File: config.mk
export PLATFORM = sky130hd
export DESIGN_NAME = cafr_filter_routing
export DESIGN_NICKNAME = d
export VERILOG_FILES = /design/src/hdl/cafr_pkg.sv /design/src/hdl/cafr_lane.sv /design/src/hdl/cafr_filter_routing.sv
export SDC_FILE = /design/constraint.sdc
export NUM_CORES = 1
export LEC_CHECK = 0
export BUFFER_PORTS_ARGS = -buffer_cell sky130_fd_sc_hd__buf_2
export CORE_MARGIN = 5
export CORE_UTILIZATION = 51
export CTS_BUF_LIST = sky130_fd_sc_hd__clkbuf_16
export CTS_CLUSTER_SIZE = 12
export DETAILED_ROUTE_END_ITERATION = 16
export PLACE_DENSITY = 0.79
export SLEW_MARGIN = 10
export SYNTH_ARGS = -nofsm -noshare
export SYNTH_HDL_FRONTEND = slang
export SYNTH_SLANG_ARGS = --single-unit
File: constraint.sdc
create_clock -name sys_clk -period 2 [get_ports sys_clk]
set_input_delay 0.3 -clock sys_clk [delete_from_list [all_inputs] [get_ports sys_clk]]
set_output_delay 0.3 -clock sys_clk [all_outputs]
set_load 0.05 [all_outputs]
File: src/hdl/cafr_pkg.sv
package cafr_pkg;
  // Register word addresses on the plain port
  localparam logic [3:0] ADDR_GROUP_TWO = 4'h0;
  localparam logic [3:0] ADDR_GROUP_THREE = 4'h1;
  localparam logic [3:0] ADDR_STATUS = 4'h2;
  // Field positions inside one filter byte lane
  localparam int LANE_W = 8;
  localparam int ON_POS = 7;
  localparam int MASK_HI = 6;
  localparam int MASK_LO = 5;
  localparam int DEST_HI = 4;
  localparam int DEST_LO = 0;
  // Filters 8..15 as lanes 0..7; 8, 9 held in group two, 12..15 in three, 10 and 11 not held
  localparam int NUM_FILT = 8;
  localparam int FIRST_FILT = 8;
  localparam int GROUP_THREE_LANE = 4;
  localparam logic [7:0] LANE_RESET = 8'h00;
  localparam logic [31:0] GROUP_TWO_USED = 32'h0000ffff;

  // One filter's routing outputs
  typedef struct packed {
    logic on;
    logic [1:0] maskChoice;
    logic [4:0] destination;
  } cafr_route_t;

  // Register port request
  typedef struct packed {
    logic [3:0] addr;
    logic [31:0] wdata;
    logic wr;
    logic rd;
  } cafr_req_t;
endpackage

File: src/hdl/cafr_lane.sv
`timescale 1ns/1ns
module cafr_lane (
  input wire logic sys_clk, // System clock
  input wire logic rst, // Synchronous reset
  input wire logic wrEn, // Write to this lane
  input wire logic [7:0] wdata, // Lane write data
  output cafr_pkg::cafr_route_t route // Lane contents
);
  import cafr_pkg::*;

  // One filter byte; routing fields locked while the filter is on
  always_ff @(posedge sys_clk) begin
    if (rst) begin
      route <= cafr_route_t'(LANE_RESET);
    end else if (wrEn) begin
      route.on <= wdata[ON_POS];
      if (!route.on) begin
        route.maskChoice <= wdata[MASK_HI:MASK_LO];
        route.destination <= wdata[DEST_HI:DEST_LO];
      end
    end
  end
endmodule

File: src/hdl/cafr_filter_routing.sv
`timescale 1ns/1ns
// Function
// - Per-filter enable bit turns acceptance on
// - Two-bit field picks one of four masks
// - Five-bit field picks destination FIFO buffer
// - Group two holds filters 8 and 9
// - Group three lanes hold filters 12 to 15
// - Group three readable, writable, resets to zero
// - Routing fields locked while filter enabled
module cafr_filter_routing (
  input wire logic sys_clk, // System clock, 20 MHz
  input wire logic rst, // Synchronous reset, active high
  input wire logic [3:0] regAddr, // Register word address
  input wire logic [31:0] regWdata, // Write data
  input wire logic regWr, // Write strobe
  input wire logic regRd, // Read strobe
  output logic [31:0] regRdata, // Read data, cycle after strobe
  output logic [cafr_pkg::NUM_FILT-1:0] filtOn, // Filter 8..15 active
  output logic [cafr_pkg::NUM_FILT*2-1:0] filtMask, // Mask choice
  output logic [cafr_pkg::NUM_FILT*5-1:0] filtDest // FIFO index
);
  import cafr_pkg::*;

  // Byte lanes in one 32-bit register word
  localparam int LANES_PER_WORD = 32 / LANE_W;

  // Register port request and decoded strobes
  cafr_req_t req;
  logic wrGroupTwo;
  logic wrGroupThree;
  logic rdGroupTwo;
  logic rdGroupThree;
  logic rdStatus;

  // Filter lanes, their write enables and the write word lanes
  cafr_route_t route [NUM_FILT];
  logic [NUM_FILT-1:0] laneWr;
  logic [LANE_W-1:0] wordLane [LANES_PER_WORD];

  // Readback images and read data next value
  logic [31:0] groupTwo;
  logic [31:0] groupThree;
  logic [31:0] statusWord;
  logic [31:0] nxt_rdata;

  // Routing outputs next values
  logic [NUM_FILT-1:0] nxt_filtOn;
  logic [NUM_FILT*2-1:0] nxt_filtMask;
  logic [NUM_FILT*5-1:0] nxt_filtDest;

  // Byte lane k of a register word
  function automatic logic [LANE_W-1:0] laneOf(input logic [31:0] w,
                                               input int k);
    laneOf = w[k*LANE_W +: LANE_W];
  endfunction

  // Strobe high at the wanted word address
  function automatic logic hitAt(input logic strobe,
                                 input logic [3:0] a,
                                 input logic [3:0] want);
    hitAt = strobe && (a == want);
  endfunction

  // Mask choice shown to the comparison engine; zero when off
  function automatic logic [1:0] gateMask(input cafr_route_t r);
    gateMask = r.on ? r.maskChoice : 2'h0;
  endfunction

  // FIFO index shown to the comparison engine; zero when off
  function automatic logic [4:0] gateDest(input cafr_route_t r);
    gateDest = r.on ? r.destination : 5'h00;
  endfunction

  // Request carrier from the plain port
  assign req = '{addr: regAddr, wdata: regWdata, wr: regWr, rd: regRd};

  // Address decode of both strobes
  assign wrGroupTwo = hitAt(req.wr, req.addr, ADDR_GROUP_TWO);
  assign wrGroupThree = hitAt(req.wr, req.addr, ADDR_GROUP_THREE);
  assign rdGroupTwo = hitAt(req.rd, req.addr, ADDR_GROUP_TWO);
  assign rdGroupThree = hitAt(req.rd, req.addr, ADDR_GROUP_THREE);
  assign rdStatus = hitAt(req.rd, req.addr, ADDR_STATUS);

  // Lane write enables: lanes 0, 1 in group two, 4 to 7 in three
  always_comb begin
    laneWr = '0;
    laneWr[0] = wrGroupTwo;
    laneWr[1] = wrGroupTwo;
    laneWr[NUM_FILT-1:GROUP_THREE_LANE] = {4{wrGroupThree}};
  end

  // Byte lanes of the write word, shared by both groups
  for (genvar j = 0; j < LANES_PER_WORD; j++) begin : g_word
    assign wordLane[j] = laneOf(req.wdata, j);
  end

  // Filter 8: group two bits 7:0
  cafr_lane u_filt8 (
    .sys_clk(sys_clk),
    .rst(rst),
    .wrEn(laneWr[0]),
    .wdata(wordLane[0]),
    .route(route[0])
  );

  // Filter 9: group two bits 15:8
  cafr_lane u_filt9 (
    .sys_clk(sys_clk),
    .rst(rst),
    .wrEn(laneWr[1]),
    .wdata(wordLane[1]),
    .route(route[1])
  );

  // Filter 12: group three bits 7:0
  cafr_lane u_filt12 (
    .sys_clk(sys_clk),
    .rst(rst),
    .wrEn(laneWr[4]),
    .wdata(wordLane[0]),
    .route(route[4])
  );

  // Filter 13: group three bits 15:8
  cafr_lane u_filt13 (
    .sys_clk(sys_clk),
    .rst(rst),
    .wrEn(laneWr[5]),
    .wdata(wordLane[1]),
    .route(route[5])
  );

  // Filter 14: group three bits 23:16
  cafr_lane u_filt14 (
    .sys_clk(sys_clk),
    .rst(rst),
    .wrEn(laneWr[6]),
    .wdata(wordLane[2]),
    .route(route[6])
  );

  // Filter 15: group three bits 31:24
  cafr_lane u_filt15 (
    .sys_clk(sys_clk),
    .rst(rst),
    .wrEn(laneWr[7]),
    .wdata(wordLane[3]),
    .route(route[7])
  );

  // Filters 10 and 11 are not held here; lanes stay at reset value
  assign route[2] = cafr_route_t'(LANE_RESET);
  assign route[3] = cafr_route_t'(LANE_RESET);

  // Readback images; group two upper half reads zero
  assign groupTwo = {16'h0000, route[1], route[0]} & GROUP_TWO_USED;
  assign groupThree = {route[7], route[6], route[5], route[4]};
  assign statusWord = {24'h000000, filtOn};

  // Read mux; unmapped addresses read zero
  always_comb begin
    nxt_rdata = 32'h00000000;
    if (rdGroupTwo) begin
      nxt_rdata = groupTwo;
    end else if (rdGroupThree) begin
      nxt_rdata = groupThree;
    end else if (rdStatus) begin
      nxt_rdata = statusWord;
    end
  end

  // Read data register; zero outside the cycle after a read
  always_ff @(posedge sys_clk) begin
    if (rst) begin
      regRdata <= 32'h00000000;
    end else begin
      regRdata <= nxt_rdata;
    end
  end

  // Enable of every filter
  always_comb begin
    nxt_filtOn = '0;
    for (int k = 0; k < NUM_FILT; k++) begin
      nxt_filtOn[k] = route[k].on;
    end
  end

  // Mask choice per filter, hidden while the filter is off
  always_comb begin
    nxt_filtMask = '0;
    for (int k = 0; k < NUM_FILT; k++) begin
      nxt_filtMask[k*2 +: 2] = gateMask(route[k]);
    end
  end

  // FIFO index per filter, hidden while the filter is off
  always_comb begin
    nxt_filtDest = '0;
    for (int k = 0; k < NUM_FILT; k++) begin
      nxt_filtDest[k*5 +: 5] = gateDest(route[k]);
    end
  end

  // Enable outputs
  always_ff @(posedge sys_clk) begin
    if (rst) begin
      filtOn <= '0;
    end else begin
      filtOn <= nxt_filtOn;
    end
  end

  // Mask choice outputs
  always_ff @(posedge sys_clk) begin
    if (rst) begin
      filtMask <= '0;
    end else begin
      filtMask <= nxt_filtMask;
    end
  end

  // FIFO index outputs
  always_ff @(posedge sys_clk) begin
    if (rst) begin
      filtDest <= '0;
    end else begin
      filtDest <= nxt_filtDest;
    end
  end
endmodule

==> results_dict.tcl <==
set metrics [dict create \
    cts_made_buffers 17 \
    placed_cells 642 \
    syn_to_final_growth_pct 27.18 \
    holdPathStages 3 \
    startpoint_type "input pin" \
    row_count 34 \
    fin_total_pwr_mw 5.808 \
    synth_seq_area_share 0.5686 \
    vias_per_cell 5.122 \
    cap_violations 0 \
    drc 0 \
    cts_resized 0 \
    clkSinkCount 128 \
    pre_cts_ws_ns 0.1573 \
    crit_type "input pin to flop" \
    rrSetupSlack_ns 0.77 \
    place.gp.congestion 0.7609 \
    cts_tree "yes" \
    final_common_cell "dfxtp_1" \
    layout_common_cells "128 x dfxtp_1, 119 x buf_2, 56 x and2_1" \
    fin_skew_ns 0.003385 \
    synth_seq_cells 128 \
    syn-mean-instance-area_sq_um 10.48 \
    wl_per_cell_microns 15.43 \
    hold_class "input pin to flop" \
    drt-pass1-iter-count 5 \
    fin_area_sq_um 5732 \
    crit_arrival_ns 1.77 \
    antenna_found_initial 0 \
    setup_ws_ns 0.5550 \
    regArea_sq_um 2562 \
    track_usage 0.1980 \
    r2r-end "u_filt12.route[6]$_SDFFE_PP0P_" \
    postCtsHoldBufs 0 \
    reg2regPathDepth 3 \
    finalHoldViolations 0 \
    clockBufferDepth 2 \
    netlist_instances 430 \
    yosysUniqueCellTypes 33 \
    clkTransAtPathRegs_ns 0.05 \
    vias 3452 \
    worst_slew_pin_slew_ns 0.6546 \
    syn_area_sq_um 4507 \
    rr_startpoint "u_filt12.route[7]$_SDFFE_PP0P_" \
    grt_pass1_vias 3418 \
    cts_root_buf "clkbuf_16" \
    port_buffers 119 \
    max_slew_margin 0.5627 \
    dieArea_sq_um 10820 \
    cp-startpoint "regAddr[3]" \
    fin_nets 593 \
    cts_max_level 4 \
    grt_pass1_wl_microns 17250 \
    slew_viol_final 0 \
    grt_max_degree 27 \
    required_ns 2.32 \
    core_sq_um 8678 \
    drive_above_1_share 0.2915 \
    die_y_microns 104.0 \
    multi_input_area_sq_um 1755 \
    post_cts_buffers 0 \
    ant_nets 0 \
    die-width_microns 104.0 \
    leakagePower_nw 2.564 \
    setup_viol 0 \
    hpwl_microns 7309 \
    io_pins 136 \
    initial_core_util 0.5193 \
    min-delay-start "regWdata[9]" \
    dpl_cell_area_sq_um 5154 \
    max-vdd-ir-drop_uv 571.0 \
    status "finished, final reports clean" \
    fmax_mhz 692.0 \
    end_kind "flop" \
    crit_path_max_fanout 26 \
    gr-total-overflow 0 \
    grt_setup_unrepaired "false" \
    clkLatencyLatePin_ns 0.40 \
    routed_wl_microns 10400 \
    synth_edf_count 0 \
    hold_end "u_filt9.route[1]$_SDFFE_PP0P_" \
    synthFlopType "dfxtp_1" \
    period_needed_ns 1.445 \
    dr.first_iter.drc_count 222 \
    finalCritPeriodShare 0.7225 \
    powerDensity_nw_per_um2 1013 \
    tns_ns 0 \
    nFillCells 696 \
    async_flop_share 0 \
    yosysWarningCount 0 \
    n_antenna_cell 0 \
    layout.cells.non_filler 674 \
]
==> cell type report <==
| cell class | count | share of cell area |
|---|---|---|
| clock buffer | 17 | 0.07422 |
| inverter | 2 | 0.001310 |
| sequential | 128 | 0.4471 |
| clock inverter | 15 | 0.02663 |
| tap | 108 | 0.02358 |
| multi-input combinational | 272 | 0.3063 |
| timing repair buffer | 132 | 0.1209 |
==> Yosys cell counts, types with 2 or more instances <==
cell type  number  area [sq um]
dfxtp_1       128          2562
and2_1         56         350.3
o21ai_0        48         240.2
nand2b_1       36         225.2
clkbuf_1       23         86.33
nor2b_1        19         118.9
a21oi_1        16         80.08
buf_4          16         120.1
mux2i_1        15         150.1
nand4b_1       14         122.6
a22o_1          9         78.83
a2bb2oi_1       6         52.55
nand4_1         6         37.54
o211ai_1        5         37.54
nand2_1         4         15.01
nand3_1         4         20.02
and3_1          2         12.51
buf_6           2         22.52
inv_1           2         7.510
nor2_1          2         7.510
nor3_4          2         32.53
nor3b_1         2         15.01
o31ai_1         2         15.01
or2_0           2         12.51
==> cell families (layout without fill, tap and decap cells) <==
family / after synthesis / in the layout / synth area share
buf+inv: 45 / 166 / 0.05441
simple gates: 154 / 154 / 0.2299
other cells: 1 / 16 / 0.0008321
compound gates: 87 / 87 / 0.1130
mux: 15 / 15 / 0.03331
flops: 128 / 128 / 0.5686
==> per-layer routing <==
metal,global-route usage,up-vias,routed length [microns]
met5,0,-,0
met1,0.2500,1611,4467
li1,-,1685,-
met3,0.06580,12,742
met4,0.06846,0,147
met2,0.3174,144,5040
==> per-stage QoR <==
stage	hold slack, ns	util
finish	0.1695	0.6605
CTS	0.1588	0.6605
global route	0.1612	0.6605
floorplan	0.4374	-
detailed placement	0.4579	0.5939
global placement	0.4512	0.5939
==> power breakdown <==
group / internal [mW] / switching [mW]
sequential: 2.57 / 0.0106
combinational: 0.0725 / 0.179
clock: 1.92 / 1.05
==> how the worst max path moves through the flow <==
stage	cells past startpoint	to
after CTS	4	u_filt13.route[2]$_SDFFE_PP0P_
final	4	u_filt13.route[2]$_SDFFE_PP0P_
after floorplan	5	u_filt8.route[0]$_SDFFE_PP0P_
after detailed placement	4	u_filt9.route[5]$_SDFFE_PP0P_
after global placement	4	u_filt9.route[5]$_SDFFE_PP0P_
after global routing	4	u_filt12.route[6]$_SDFFE_PP0P_
==> critical path, stage by stage <==
cell	delay, ns
buf_2	0.14
or4b_4	0.69
or2_0	0.40
o21ai_0	0.22
==> flip-flops by register name, indices dropped and copies added, names as in the netlist <==
| name | cells |
|---|---|
| regRdata | 32 |
| filtMask | 12 |
| u_filt14.route | 8 |
| u_filt8.route | 8 |
| u_filt13.route | 8 |
| filtOn | 6 |
| u_filt15.route | 8 |
| filtDest | 30 |
| u_filt9.route | 8 |
| u_filt12.route | 8 |
No activity file was read; power rests on OpenSTA's default activity.
